## src/include/lrocfg_pkg.sv

```systemverilog
/*
 * Constants for the per-channel range, overcurrent threshold and
 * regulation mode configuration of the dual laser driver.
 * Assumes an 8-bit register space written by the serial front end.
 */
package lrocfg_pkg;

   // =========================================================
   // sizes
   // =========================================================
   localparam int NUM_CH = 2;
   localparam int ADDR_W = 8;
   localparam int DATA_W = 8;
   localparam int FS_W = 16;
   localparam int STEP_W = 12;

   // =========================================================
   // register offsets, one entry per channel where split
   // =========================================================
   localparam logic [ADDR_W-1:0] MODE_ADDR [NUM_CH] = '{8'h10, 8'h15};
   localparam logic [ADDR_W-1:0] THR_ADDR [NUM_CH] = '{8'h11, 8'h16};
   localparam logic [ADDR_W-1:0] RSEL_ADDR = 8'h1A;
   localparam logic [ADDR_W-1:0] SIM_ADDR = 8'h1D;
   localparam logic [ADDR_W-1:0] CRNG_ADDR = 8'h1E;

   // =========================================================
   // field positions
   // =========================================================
   localparam int MODE_BIT = 0;
   localparam int RSEL_BIT [NUM_CH] = '{0, 4};
   localparam int SIM_BIT [NUM_CH] = '{5, 6};
   localparam int CRNG_LSB [NUM_CH] = '{0, 4};
   localparam int CRNG_W = 2;

   // =========================================================
   // reset values and codes
   // =========================================================
   localparam logic [DATA_W-1:0] THR_RESET = 8'hFF;
   localparam logic [DATA_W-1:0] THR_OFF_CODE = 8'h00;
   localparam logic [CRNG_W-1:0] CRNG_RESET = 2'h0;
   localparam logic MODE_POWER = 1'b0;   // power regulation
   localparam logic MODE_CURRENT = 1'b1; // current regulation
   localparam logic RSEL_HIGH = 1'b0;    // high current range

   // =========================================================
   // full scale in 0.1 mA units, indexed by range code
   // factors 1, 0.13, 0.03, 0.012 of the 750 mA or 90 mA scale
   // =========================================================
   localparam logic [FS_W-1:0] FS_HIGH [4] =
      '{16'h1D4C, 16'h03E8, 16'h00FA, 16'h005A}; // 750,100,25,9 mA
   localparam logic [FS_W-1:0] FS_LOW [4] =
      '{16'h0384, 16'h0078, 16'h001E, 16'h000B}; // 90,12,3,1.1 mA

   // threshold step in uA: 3 mA high range, 0.375 mA low range
   localparam logic [STEP_W-1:0] STEP_HIGH_UA = 12'hBB8;
   localparam logic [STEP_W-1:0] STEP_LOW_UA = 12'h177;

endpackage : lrocfg_pkg

```

## src/lrocfg_top.sv

```systemverilog
/*
 * Per-channel range, overcurrent threshold, fault simulation and
 * regulation mode registers of the dual laser driver, plus the
 * overcurrent error flags, channel disable and check output.
 * Assumes a serial front end on i_clk that presents byte writes and
 * reads, and analog comparators whose outputs are asynchronous.
 */
`timescale 1ns/1ps

// Notes on behaviour
// - channel one range code sets factor
// - range resistor bit picks full-scale table
// - channel two range at bits 5:4
// - channel one threshold at 0x11, reset FF
// - code 00 disables protection in current mode
// - channel two threshold at 0x16, reset FF
// - simulation sets flag, check, disables channel
// - simulated error held while bit set
// - simulation bits 5 and 6 at 0x1D
// - channel one mode bit at 0x10
// - channel two mode bit at 0x15
// - range resistor bits 0 and 4 at 0x1A
// - step 0.375 mA low, 3 mA high
// - linear reference disables overcurrent protection
module lrocfg_top (
   input wire logic i_clk,
   input wire logic i_rstn,
   input wire logic [lrocfg_pkg::ADDR_W-1:0] i_reg_addr,
   input wire logic [lrocfg_pkg::DATA_W-1:0] i_reg_wdata,
   input wire logic i_reg_wr,
   input wire logic [lrocfg_pkg::NUM_CH-1:0] i_overcurrent_detect,
   input wire logic [lrocfg_pkg::NUM_CH-1:0] i_reference_linear_select,
   input wire logic [lrocfg_pkg::NUM_CH-1:0] i_error_clear,
   input wire logic i_other_error,
   output logic [lrocfg_pkg::DATA_W-1:0] o_reg_rdata,
   output logic [lrocfg_pkg::NUM_CH-1:0] o_regulation_mode,
   output logic [lrocfg_pkg::NUM_CH-1:0] o_range_resistor_select,
   output logic [lrocfg_pkg::NUM_CH*lrocfg_pkg::CRNG_W-1:0]
      o_current_range_factor,
   output logic [lrocfg_pkg::NUM_CH*lrocfg_pkg::DATA_W-1:0]
      o_overcurrent_threshold,
   output logic [lrocfg_pkg::NUM_CH*lrocfg_pkg::FS_W-1:0] o_full_scale,
   output logic [lrocfg_pkg::NUM_CH*lrocfg_pkg::STEP_W-1:0]
      o_threshold_step,
   output logic [lrocfg_pkg::NUM_CH-1:0] o_protect_enable,
   output logic [lrocfg_pkg::NUM_CH-1:0] o_overcurrent_error_flag,
   output logic [lrocfg_pkg::NUM_CH-1:0] o_channel_disable,
   output logic o_error_check_out_n
);
   import lrocfg_pkg::*;

   // =========================================================
   // configuration storage
   // =========================================================
   logic [NUM_CH-1:0] mode;
   logic [NUM_CH-1:0] rsel;
   logic [NUM_CH-1:0] sim;
   logic [CRNG_W-1:0] crng [NUM_CH];
   logic [DATA_W-1:0] thr [NUM_CH];
   logic [NUM_CH-1:0] flag;
   logic [NUM_CH-1:0] prot_en;
   logic [NUM_CH-1:0] det_s1;
   logic [NUM_CH-1:0] det_s2;
   logic [NUM_CH-1:0] det_s3;
   logic [NUM_CH-1:0] det_filt;
   logic [NUM_CH-1:0] lin_s1;
   logic [NUM_CH-1:0] lin_s2;
   logic [NUM_CH-1:0] lin_s3;
   logic [NUM_CH-1:0] lin_filt;
   logic [NUM_CH-1:0] next_flag;
   logic [DATA_W-1:0] next_rdata;

   // =========================================================
   // pin synchronisers: three stages, a change is taken only
   // once stages two and three agree, which also rejects a
   // single-cycle glitch from the comparator
   // =========================================================
   always_ff @(posedge i_clk or negedge i_rstn) begin
      if (!i_rstn) begin
         det_s1 <= '0;
         det_s2 <= '0;
         det_s3 <= '0;
         lin_s1 <= '0;
         lin_s2 <= '0;
         lin_s3 <= '0;
      end else begin
         det_s1 <= i_overcurrent_detect;
         det_s2 <= det_s1;
         det_s3 <= det_s2;
         lin_s1 <= i_reference_linear_select;
         lin_s2 <= lin_s1;
         lin_s3 <= lin_s2;
      end
   end

   // filtered levels follow only when the last two stages match
   always_ff @(posedge i_clk or negedge i_rstn) begin
      if (!i_rstn) begin
         det_filt <= '0;
         lin_filt <= '0;
      end else begin
         for (int i = 0; i < NUM_CH; i++) begin
            if (det_s2[i] == det_s3[i]) begin
               det_filt[i] <= det_s3[i];
            end
            if (lin_s2[i] == lin_s3[i]) begin
               lin_filt[i] <= lin_s3[i];
            end
         end
      end
   end

   // =========================================================
   // per-channel registers and protection
   // =========================================================
   for (genvar c = 0; c < NUM_CH; c++) begin : g_ch

      // mode bit, each channel at its own offset
      always_ff @(posedge i_clk or negedge i_rstn) begin
         if (!i_rstn) begin
            mode[c] <= MODE_POWER;
         end else if (i_reg_wr && i_reg_addr == MODE_ADDR[c]) begin
            mode[c] <= i_reg_wdata[MODE_BIT];
         end
      end

      // threshold code, FF after reset selects the maximum
      always_ff @(posedge i_clk or negedge i_rstn) begin
         if (!i_rstn) begin
            thr[c] <= THR_RESET;
         end else if (i_reg_wr && i_reg_addr == THR_ADDR[c]) begin
            thr[c] <= i_reg_wdata;
         end
      end

      // range resistor bits share one register
      always_ff @(posedge i_clk or negedge i_rstn) begin
         if (!i_rstn) begin
            rsel[c] <= RSEL_HIGH;
         end else if (i_reg_wr && i_reg_addr == RSEL_ADDR) begin
            rsel[c] <= i_reg_wdata[RSEL_BIT[c]];
         end
      end

      // fault simulation bits share one register
      always_ff @(posedge i_clk or negedge i_rstn) begin
         if (!i_rstn) begin
            sim[c] <= 1'b0;
         end else if (i_reg_wr && i_reg_addr == SIM_ADDR) begin
            sim[c] <= i_reg_wdata[SIM_BIT[c]];
         end
      end

      // range codes share one register
      always_ff @(posedge i_clk or negedge i_rstn) begin
         if (!i_rstn) begin
            crng[c] <= CRNG_RESET;
         end else if (i_reg_wr && i_reg_addr == CRNG_ADDR) begin
            crng[c] <= i_reg_wdata[CRNG_LSB[c] +: CRNG_W];
         end
      end

      // protection is off with a linear reference, or with code 00
      // in current regulation; in power regulation 00 is the minimum
      assign prot_en[c] = !lin_filt[c]
         && !(mode[c] == MODE_CURRENT && thr[c] == THR_OFF_CODE);

      // a simulated fault sets the flag every cycle it is held, so a
      // clear in the same cycle loses and the error stays forced
      assign next_flag[c] = sim[c]
         || (det_filt[c] && prot_en[c])
         || (flag[c] && !i_error_clear[c]);

      always_ff @(posedge i_clk or negedge i_rstn) begin
         if (!i_rstn) begin
            flag[c] <= 1'b0;
         end else begin
            flag[c] <= next_flag[c];
         end
      end

      // registered copies of settings for the analog side
      always_ff @(posedge i_clk or negedge i_rstn) begin
         if (!i_rstn) begin
            o_full_scale[c*FS_W +: FS_W] <= FS_HIGH[0];
            o_threshold_step[c*STEP_W +: STEP_W] <= STEP_HIGH_UA;
            o_current_range_factor[c*CRNG_W +: CRNG_W] <= CRNG_RESET;
            o_overcurrent_threshold[c*DATA_W +: DATA_W] <= THR_RESET;
         end else begin
            o_full_scale[c*FS_W +: FS_W] <= (rsel[c] == RSEL_HIGH) ?
               FS_HIGH[crng[c]] : FS_LOW[crng[c]];
            o_threshold_step[c*STEP_W +: STEP_W] <= (rsel[c] == RSEL_HIGH)
               ? STEP_HIGH_UA : STEP_LOW_UA;
            o_current_range_factor[c*CRNG_W +: CRNG_W] <= crng[c];
            o_overcurrent_threshold[c*DATA_W +: DATA_W] <= thr[c];
         end
      end
   end

   // =========================================================
   // status and control outputs, all registered
   // =========================================================
   // the check pin lags the flags by one cycle; it is a slow alarm
   always_ff @(posedge i_clk or negedge i_rstn) begin
      if (!i_rstn) begin
         o_regulation_mode <= '0;
         o_range_resistor_select <= '0;
         o_protect_enable <= '0;
         o_overcurrent_error_flag <= '0;
         o_channel_disable <= '0;
         o_error_check_out_n <= 1'b1;
      end else begin
         o_regulation_mode <= mode;
         o_range_resistor_select <= rsel;
         o_protect_enable <= prot_en;
         o_overcurrent_error_flag <= flag;
         o_channel_disable <= flag;
         o_error_check_out_n <= !(|flag || i_other_error);
      end
   end

   // =========================================================
   // read back; unmapped offsets and unused bits read as zero
   // =========================================================
   always_comb begin
      next_rdata = '0;
      if (i_reg_addr == MODE_ADDR[0]) begin
         next_rdata[MODE_BIT] = mode[0];
      end else if (i_reg_addr == MODE_ADDR[1]) begin
         next_rdata[MODE_BIT] = mode[1];
      end else if (i_reg_addr == THR_ADDR[0]) begin
         next_rdata = thr[0];
      end else if (i_reg_addr == THR_ADDR[1]) begin
         next_rdata = thr[1];
      end else if (i_reg_addr == RSEL_ADDR) begin
         for (int i = 0; i < NUM_CH; i++) begin
            next_rdata[RSEL_BIT[i]] = rsel[i];
         end
      end else if (i_reg_addr == SIM_ADDR) begin
         for (int i = 0; i < NUM_CH; i++) begin
            next_rdata[SIM_BIT[i]] = sim[i];
         end
      end else if (i_reg_addr == CRNG_ADDR) begin
         for (int i = 0; i < NUM_CH; i++) begin
            next_rdata[CRNG_LSB[i] +: CRNG_W] = crng[i];
         end
      end
   end

   // read data is valid one cycle after the address
   always_ff @(posedge i_clk or negedge i_rstn) begin
      if (!i_rstn) begin
         o_reg_rdata <= '0;
      end else begin
         o_reg_rdata <= next_rdata;
      end
   end
endmodule : lrocfg_top

```

## config.mk

```make
export PLATFORM = sky130hd
export DESIGN_NAME = lrocfg_top
export DESIGN_NICKNAME = d
export VERILOG_FILES = /design/src/include/lrocfg_pkg.sv /design/src/lrocfg_top.sv
export SDC_FILE = /design/constraint.sdc
export NUM_CORES = 1
export LEC_CHECK = 0
export BUFFER_PORTS_ARGS = -buffer_cell sky130_fd_sc_hd__buf_4
export CAP_MARGIN = 20
export CORE_MARGIN = 2
export CORE_UTILIZATION = 40
export DETAILED_ROUTE_END_ITERATION = 7
export HOLD_SLACK_MARGIN = 0.1
export SLEW_MARGIN = 20
export SYNTH_ARGS = -nofsm -noshare
export SYNTH_HDL_FRONTEND = slang
export SYNTH_SLANG_ARGS = --single-unit
```

## constraint.sdc

```tcl
create_clock -name i_clk -period 3.2 [get_ports i_clk]
set_clock_uncertainty 0.15 [all_clocks]
set_input_delay 0.32 -clock i_clk [delete_from_list [all_inputs] [get_ports i_clk]]
set_output_delay 0.32 -clock i_clk [all_outputs]
set_load 0.02 [all_outputs]
```

==> results, run 1 <==
- The flow ran to the end, and the final reports show no timing, DRC or antenna violations.
- The first detailed-routing pass took 4 iterations.
- The weighted congestion reported at the end of routability-driven placement is 0.785.
- The launching point of the worst reg2reg path is thr[5].
- The maximum number of buffers from clock root to sink is 2.
- The number of pins exceeding their max-slew limit in the final report is 0.
- The count of nets left with antenna violations once routing finished came out at 0.
- The analysis attributes to cell leakage a power of 2.41 nW.
- The hold violation total from the final report is 0.
- On the worst path, the slowest cell contributes a delay of 0.44 ns.
- Of the total power, the share spent switching nets is 0.263.
- The power density of the placed cells is 529 nW/µm².
- In this run the vertical extent of the chip is 105 µm.
- The total clock sinks is 103.
- The launching element type of the critical path is an input port.
- The most common flop cell mapped by yosys is sky130_fd_sc_hd__dfrtp_1.
- The later-pin clock latency in the skew report is 0.37 ns.
- The number of rows in the core area is 36.
- The remaining global-route overflow is 0.
- By area the synthesized netlist is led by sky130_fd_sc_hd__dfrtp_1, sky130_fd_sc_hd__dfstp_2, sky130_fd_sc_hd__mux2_2, sky130_fd_sc_hd__buf_4, sky130_fd_sc_hd__ha_1.
- CTS built an H-tree with a depth of 3.
- Leaving out fill and tap cells, the most frequent cells in the layout are sky130_fd_sc_hd__buf_4, sky130_fd_sc_hd__dfrtp_1, sky130_fd_sc_hd__dfstp_2.
- Setup repair after global routing left no endpoint under its margin.
- The wire length of the first global-routing pass is 12.6 mm.
- In the global route stage, overall resource usage came out at 0.150.
- Of the total synthesized cell area, the portion taken by AND, OR, NAND and NOR gates is 0.0907.
- The internal portion of the total power is 2.02 mW.
- The die area is 10,900 µm².
- The share of the core filled with cells is 0.528.
- The type of the tightest min-delay check is in -> reg.
- The half-perimeter wire length after detailed placement is 5.57 mm.
- The number of instances in the synthesized netlist is 292.
- The initial antenna violation count was 0.
- The share of total power dissipated in the clock network is 0.340.
- In this run the most critical hold path is launched from i_reg_addr[3].
- The total of hold buffers inserted after clock tree synthesis is 16.
- The number of global-route vias before repair is 2,404.
- Dividing the detail-routed via count by the number of cells gives 4.62.
- The largest total area in the synthesized netlist belongs to sky130_fd_sc_hd__dfrtp_1.
- The maximum fanout along the worst path is 8.
- The worst pin sits at a relative slew slack of 0.521.
- The initial core utilization is 0.413.
- The maximum number of pins on one net before global-route repair is 84.
- Once the clock tree was built, the setup fixing pass inserted 0 buffers.
- The data required time at the worst endpoint is 3.35 ns.
- A synthesized cell averages 13.8 µm².
- The kind of critical path is in -> reg.
- The number of buffers added on ports is 106.
- The mapped cell area is 4040 µm².
- The number of nets in the layout is 432.
- The worst-path cell with the longest stage delay is sky130_fd_sc_hd__nor2b_1.
- The adder-cell share of the synthesized area is 0.0409.
- In the final routed layout, each cell accounts on average for 14.7 µm.
- The clock tree from TritonCTS is built.
- The floorplan die width is 105 µm.
- VDD sags by at most 0.282 mV.
- At the pin with the least slew margin, the transition time is 0.718 ns.
- After detailed routing, the number of remaining DRC violations is 0.
- The kind of end point of the critical path is a register.
- The number of inserted filler cells in the final layout is 886.
- The share of the Yosys chip area taken by registers is 0.652.
- The largest family of logic cells by synthesized area is simple AND/OR/NAND/NOR gates.
- Setup violations remaining at the end of the flow were counted as 0.
- Of the post-synthesis cell area, the dominant cell type holds 0.359.
- The core region is 9770 µm².
- The power share of the combinational group is 0.129.
- For this run, asynchronously set or reset flops after synthesis account for 1.00.
- The total number of yosys warnings is 0.
- The part of the total power dissipated in sequential elements is 0.531.
- The count of boundary I/O pins is 121.
- The xor/xnor cell area share of the yosys netlist is 0.
- In this run, CTS created clock tree buffers numbering 9.
- Across all setup checks in the final design, the least slack found is 1.38 ns.
- In the finished design, the share of the clock period the worst path needs comes to 0.569.
- The number of maximum-capacitance violations is 0.
- In this design, the largest share of critical-path delay is due to simple AND/OR/NAND/NOR gates.
- The total wire length is 7.84 mm.
- The most critical setup path has its startpoint at i_reg_addr[0].
- The number of different library cells used by synthesis comes to 38.
- Of the cells placed in the final design, the portion with a size suffix greater than 1 is 0.506.
- The synthesized design contains 0 enable-type register cells.
- The number of antenna diodes in the final layout is 0.
- Timing would allow up to 550 MHz.
- The share of the synthesized area in compound gates (AO/OA/AOI/OAI) was 0.0502.
- STA puts the critical path data arrival time at 1.97 ns.
- Adding up every negative setup slack in the final design gives 0 ns.
- The mux cell area share after synthesis is 0.0805.
- The library cell used as clock root buffer is sky130_fd_sc_hd__clkbuf_8.
- The number of gates resized after CTS was 0.
- After clock tree synthesis, the clock-pin slew on the worst setup and hold paths is 0.10 ns.
- Before CTS, the worst setup slack after placement is 1.02 ns.
- Together, buffers and inverters on the worst path number 1.
- The critical path goes through buf_4 > nor2b_1 > nand2_1 > nor3_4 > mux2_2.
- The clock period minus worst slack is 1.82 ns.
- Leaving out fill and tap cells, the most frequent cell in the layout is sky130_fd_sc_hd__buf_4.
- The power after layout is 2.73 mW.
- The net load switching power is 0.719 mW.
- From synthesis to final layout, the design area changed by 27.8%.
- The routed layout has 2,465 vias.
- Counting flops and latches in the post-synthesis netlist gives 103.
- For this block, the initial DRC count from the detailed router was 65.
routing by layer:
metal  global-route usage  part of all wire  vias up
met1                0.195              0.44     1197
li1                     -                 -     1153
met4               0.0627             0.023        0
met5                    0                 0        -
met2                0.235              0.47       99
met3               0.0439             0.072       16
per-stage QoR:
| step | instances | cell area (µm²) | hold slack (ns) |
|---|---|---|---|
| 6_report | 534 | 5160 | 0.124 |
| 5_1_grt | 534 | 5160 | 0.113 |
| 4_1_cts | 534 | 5160 | 0.106 |
| 3_5_place_dp | 502 | 4760 | 0.185 |
| 3_3_place_gp | 502 | 4760 | 0.181 |
| 2_1_floorplan | 304 | 4090 | -0.126 |
synth_stat cells, types with 2 or more instances:
library cell / number
sky130_fd_sc_hd__nor2_1: 9
sky130_fd_sc_hd__nor3_4: 2
sky130_fd_sc_hd__a22o_1: 2
sky130_fd_sc_hd__nand4b_1: 3
sky130_fd_sc_hd__nor3_1: 6
sky130_fd_sc_hd__nand2b_1: 2
sky130_fd_sc_hd__dfstp_2: 45
sky130_fd_sc_hd__ha_1: 10
sky130_fd_sc_hd__nor4b_1: 3
sky130_fd_sc_hd__a21o_1: 3
sky130_fd_sc_hd__mux2_2: 28
sky130_fd_sc_hd__o21ai_0: 11
sky130_fd_sc_hd__maj3_1: 4
sky130_fd_sc_hd__dfrtp_1: 58
sky130_fd_sc_hd__a21oi_1: 3
sky130_fd_sc_hd__a31oi_1: 3
sky130_fd_sc_hd__nand2_1: 17
sky130_fd_sc_hd__nand3_1: 6
sky130_fd_sc_hd__nor2b_1: 4
sky130_fd_sc_hd__clkbuf_1: 5
sky130_fd_sc_hd__inv_1: 11
sky130_fd_sc_hd__a32o_1: 3
sky130_fd_sc_hd__conb_1: 2
sky130_fd_sc_hd__and2_1: 2
sky130_fd_sc_hd__buf_4: 36
sky130_fd_sc_hd__a221o_1: 2
worst register-to-register path, cell delays in order (launching register included):
cell                      delay (ns)
sky130_fd_sc_hd__dfstp_2        0.41
sky130_fd_sc_hd__nor4b_1        0.48
sky130_fd_sc_hd__a31oi_1        0.23
sky130_fd_sc_hd__a221o_1        0.32
path summary, 6_finish.rpt:
| path | slack (ns) | cells after the start | endpoint |
|---|---|---|---|
| worst max-delay path | 1.38 | 5 | thr[13] |
| worst min-delay path | 0.12 | 2 | o_reg_rdata[7] |
| worst max register to register | 1.51 | 3 | flag[1] |
| worst min register to register | 0.21 | 0 | lin_s2[0] |
| max in group asynchronous | 1.75 | 3 | thr[8] |
| min in group asynchronous | 0.42 | 2 | o_full_scale[0] |
final cells by class:
type,instances,area [µm²],share of cell area
Clock buffer,9,124,0.0240
Timing Repair Buffer,124,975,0.189
Inverter,11,41.3,0.00800
Clock inverter,7,111,0.0216
Multi-Input combinational cell,147,1110,0.215
Tap cell,133,166,0.0322
Sequential cell,103,2630,0.510
cells by family after synthesis:
logic type                 after synthesis
muxes                                   29
DFF                                    103
other                                    2
and+or+nand+nor                         60
buffers and inverters                   54
AOI/OAI and AO/OA                       30
adders and majority gates               14
power groups by stage:
stage	combinational, mW	clock [mW]	sequential, mW
6_report	0.354	0.928	1.45
5_1_grt	0.381	1.02	1.47
4_1_cts	0.358	0.958	1.45
3_5_place_dp	0.342	0	1.48
3_3_place_gp	0.339	0	1.47
2_1_floorplan	0.157	0	1.52
sequential cells by signal (all words and copies together) (netlist names), 2 cells and up:
signal / flops
det_s1: 2
o_full_scale: 22
lin_filt: 2
o_channel_disable: 2
det_filt: 2
lin_s1: 2
rsel: 2
lin_s3: 2
flag: 2
sim: 2
o_regulation_mode: 2
det_s2: 2
det_s3: 2
o_current_range_factor: 2
thr: 16
mode: 2
o_overcurrent_threshold: 16
crng: 4
lin_s2: 2
o_reg_rdata: 8
o_threshold_step: 3
o_protect_enable: 2
(Power assumes the default switching activity.)
==> run 2: changes to the inputs <==
clock period = 1.8 ns   (was 3.2 ns; I/O delays follow)
==> results, run 2 (synthesized netlist as in run 1, its figures left out) <==
- The maximum number of buffers from clock root to sink is 2 (unchanged).
- On the critical path, the stage with the largest delay is an instance of sky130_fd_sc_hd__dlygate4sd3_1.
- The hold violation total from the final report came to 0 (unchanged).
- The later-pin clock latency in the skew report was 0.35 ns (-0.02 ns).
- The number of rows in the core area is 36 (unchanged).
- The total clock sinks is 103 (unchanged).
- Leaving out fill and tap cells, the most frequent cell in the layout is sky130_fd_sc_hd__buf_4.
- The number of pins exceeding their max-slew limit in the final report was 0 (unchanged).
- The total wire length is 7.84 mm (about the same).
- The type of the tightest min-delay check is in -> reg.
- The number of buffers added by the clock tree synthesis step is 9 (unchanged).
- The initial core utilization is 0.413 (unchanged).
- The global-route usage over all layers came to 0.150 (-0.000687).
- Derived from the worst setup path, the maximum achievable clock frequency is 572 MHz.
- The half-perimeter wire length after detailed placement is 5.58 mm (about the same).
- The total inserted antenna cells came to 0 (unchanged).
- The remaining global-route overflow is 0 (unchanged).
- Setup repair after global routing left no endpoint under its margin.
- The number of violations reported at the end of detailed-routing iteration 0 is 136 (+110%).
- The largest registers in the layout are o_full_scale (22), o_overcurrent_threshold (16), thr (16).
- The vertical die dimension is 105 µm (unchanged).
- Subtracting the final worst setup slack from the clock period gives 1.75 ns.
- The core box area was 9770 µm² (unchanged).
- The launching element type of the critical path is an input port.
- The final worst hold slack is 0.168 ns (+0.0443 ns).
- The number of iterations in the first detailed-routing pass came to 4 (unchanged).
- The floorplan die width is 105 µm (unchanged).
- The clock-pin transition on the worst setup and hold timing paths is 0.09 ns (about the same).
- The data required time at the worst endpoint came to 1.89 ns (-1.46 ns).
- The static power due to leakage is 2.50 nW (+3.5%).
- The kind of critical path is in -> reg.
- The level count of the clock H-tree is 3 (unchanged).
- Leaving out fill and tap cells, the most frequent cells in the layout are sky130_fd_sc_hd__buf_4, sky130_fd_sc_hd__dfrtp_1, sky130_fd_sc_hd__dfstp_2.
- The area of placed instances is 4910 µm² (+3.1%).
- Dividing the final minimum period by the clock period gives 0.972.
- The count of buffers added by post-CTS timing repair for setup is 0 (unchanged).
- The count of boundary I/O pins is 121 (unchanged).
- The synthesis-to-finish area growth is 31.0%.
- The transition time of the tightest slew-check pin is 0.543 ns (-0.175 ns).
- The number of buffer and inverter stages on the critical path was 2 (+1).
- The weighted congestion reported at the end of routability-driven placement is 0.840 (+7.0%).
- The number of DRC violations after detailed routing is 0 (unchanged).
- The kind of end point of the critical path is a register.
- The power density of the placed cells is 850 nW/µm² (+60%).
- The family of cells with the greatest summed delay on the critical path is buffers and inverters.
- The number of global-route vias before repair is 2,504 (+4.2%).
- The share of the core filled with cells came to 0.542 (+0.0133).
- The remaining number of nets flagged by the antenna check after routing came to 0 (unchanged).
- The die area is 10,900 µm² (unchanged).
- The fraction of layout cells with a size suffix above 1 is 0.519 (+0.0126).
- The initial antenna violation count was 0 (unchanged).
- The via count normalized by instance count is 4.62 (about the same).
- The wire length of the first global-routing pass is 12.9 mm (+1.9%).
- The highest cell delay on the worst timing path is 0.54 ns (+0.10 ns).
- The number of buffers added on ports is 106 (unchanged).
- The quantity of gates resized following cts is 0 (unchanged).
- The number of maximum-capacitance violations is 0 (unchanged).
- The maximum fanout along the worst path is 16 (+8).
- The via count came to 2,571 (+4.3%).
- The area of all placed cells without fillers is 5290 µm² (+2.5%).
- The number of flip-flops under the largest register name is 22 (unchanged).
- The run finished with clean final reports.
- The number of nets in the layout is 455 (+5.3%).
- The setup slack of the worst register-to-register path is 0.17 ns (-1.34 ns).
- The routed length per instance is 14.1 µm (-4.2%).
- The critical path goes through dlygate4sd3_1 > buf_4 > or3_4 > nor3_2 > mux2_2.
- The tree is rooted in a sky130_fd_sc_hd__clkbuf_8.
- The arrival time of the worst setup path is 1.84 ns (-0.13 ns).
- The final-layout setup total negative slack is 0 ns (unchanged).
- The final count of negative-setup-slack endpoints is 0 (unchanged).
- The maximum number of pins on one net before global-route repair is 104 (+24%).
- The register bank with the most flops is o_full_scale.
- The total of hold buffers inserted after clock tree synthesis is 21 (+5).
- The tightest slew margin relative to the limit is 0.638 (+0.117).
- The highest ir drop seen on vdd is 0.415 mV (+47%).
- TritonCTS built the clock tree.
## run 2: worst paths after layout
check,from,end,cells after the start
setup / recovery,i_reg_addr[3],mode[0],5
hold / removal,i_reg_addr[7],o_reg_rdata[7],5
setup reg to reg,thr[5],flag[1],3
hold reg to reg,lin_s1[1],lin_s2[1],0
max in group asynchronous,i_rstn,thr[8],3
min in group asynchronous,i_rstn,o_full_scale[4],3
## run 2: per-layer routing
layer  track usage  share of wire
met5             0              0
met4        0.0376         0.0059
met3        0.0464          0.072
met2         0.238           0.48
met1         0.200           0.44
## run 2: where the power goes
part | leakage [nW] | internal [mW] | switching (mW)
clock | 0.0870 | 0.511 | 0.760
sequential | 1.22 | 2.49 | 0.0882
combinational | 1.19 | 0.289 | 0.358
## run 2: stage by stage
stage,power [mW],cells,worst slack [ns]
floorplan,2.98,304,-0.0266
global placement,3.23,520,-0.160
detailed placement,3.24,520,-0.175
CTS,4.58,557,0.0586
global route,4.73,557,0.0116
finish,4.50,557,0.0509
## run 2: worst reg2reg max path: cells and delay by family, from the launching register on
| family | cells | cell delay [ns] |
|---|---|---|
| and+or+nand+nor | 1 | 0.42 |
| DFF | 1 | 0.41 |
| AOI/OAI and AO/OA | 2 | 0.55 |
## run 2: layout make-up
cell class	count	area, µm²
fill	875	4480
sequential	103	2630
timing repair buffer	147	1170
multi-input combinational	147	1110
tap	133	166
clock buffer	10	128
clock inverter	6	43.8
inverter	11	41.3
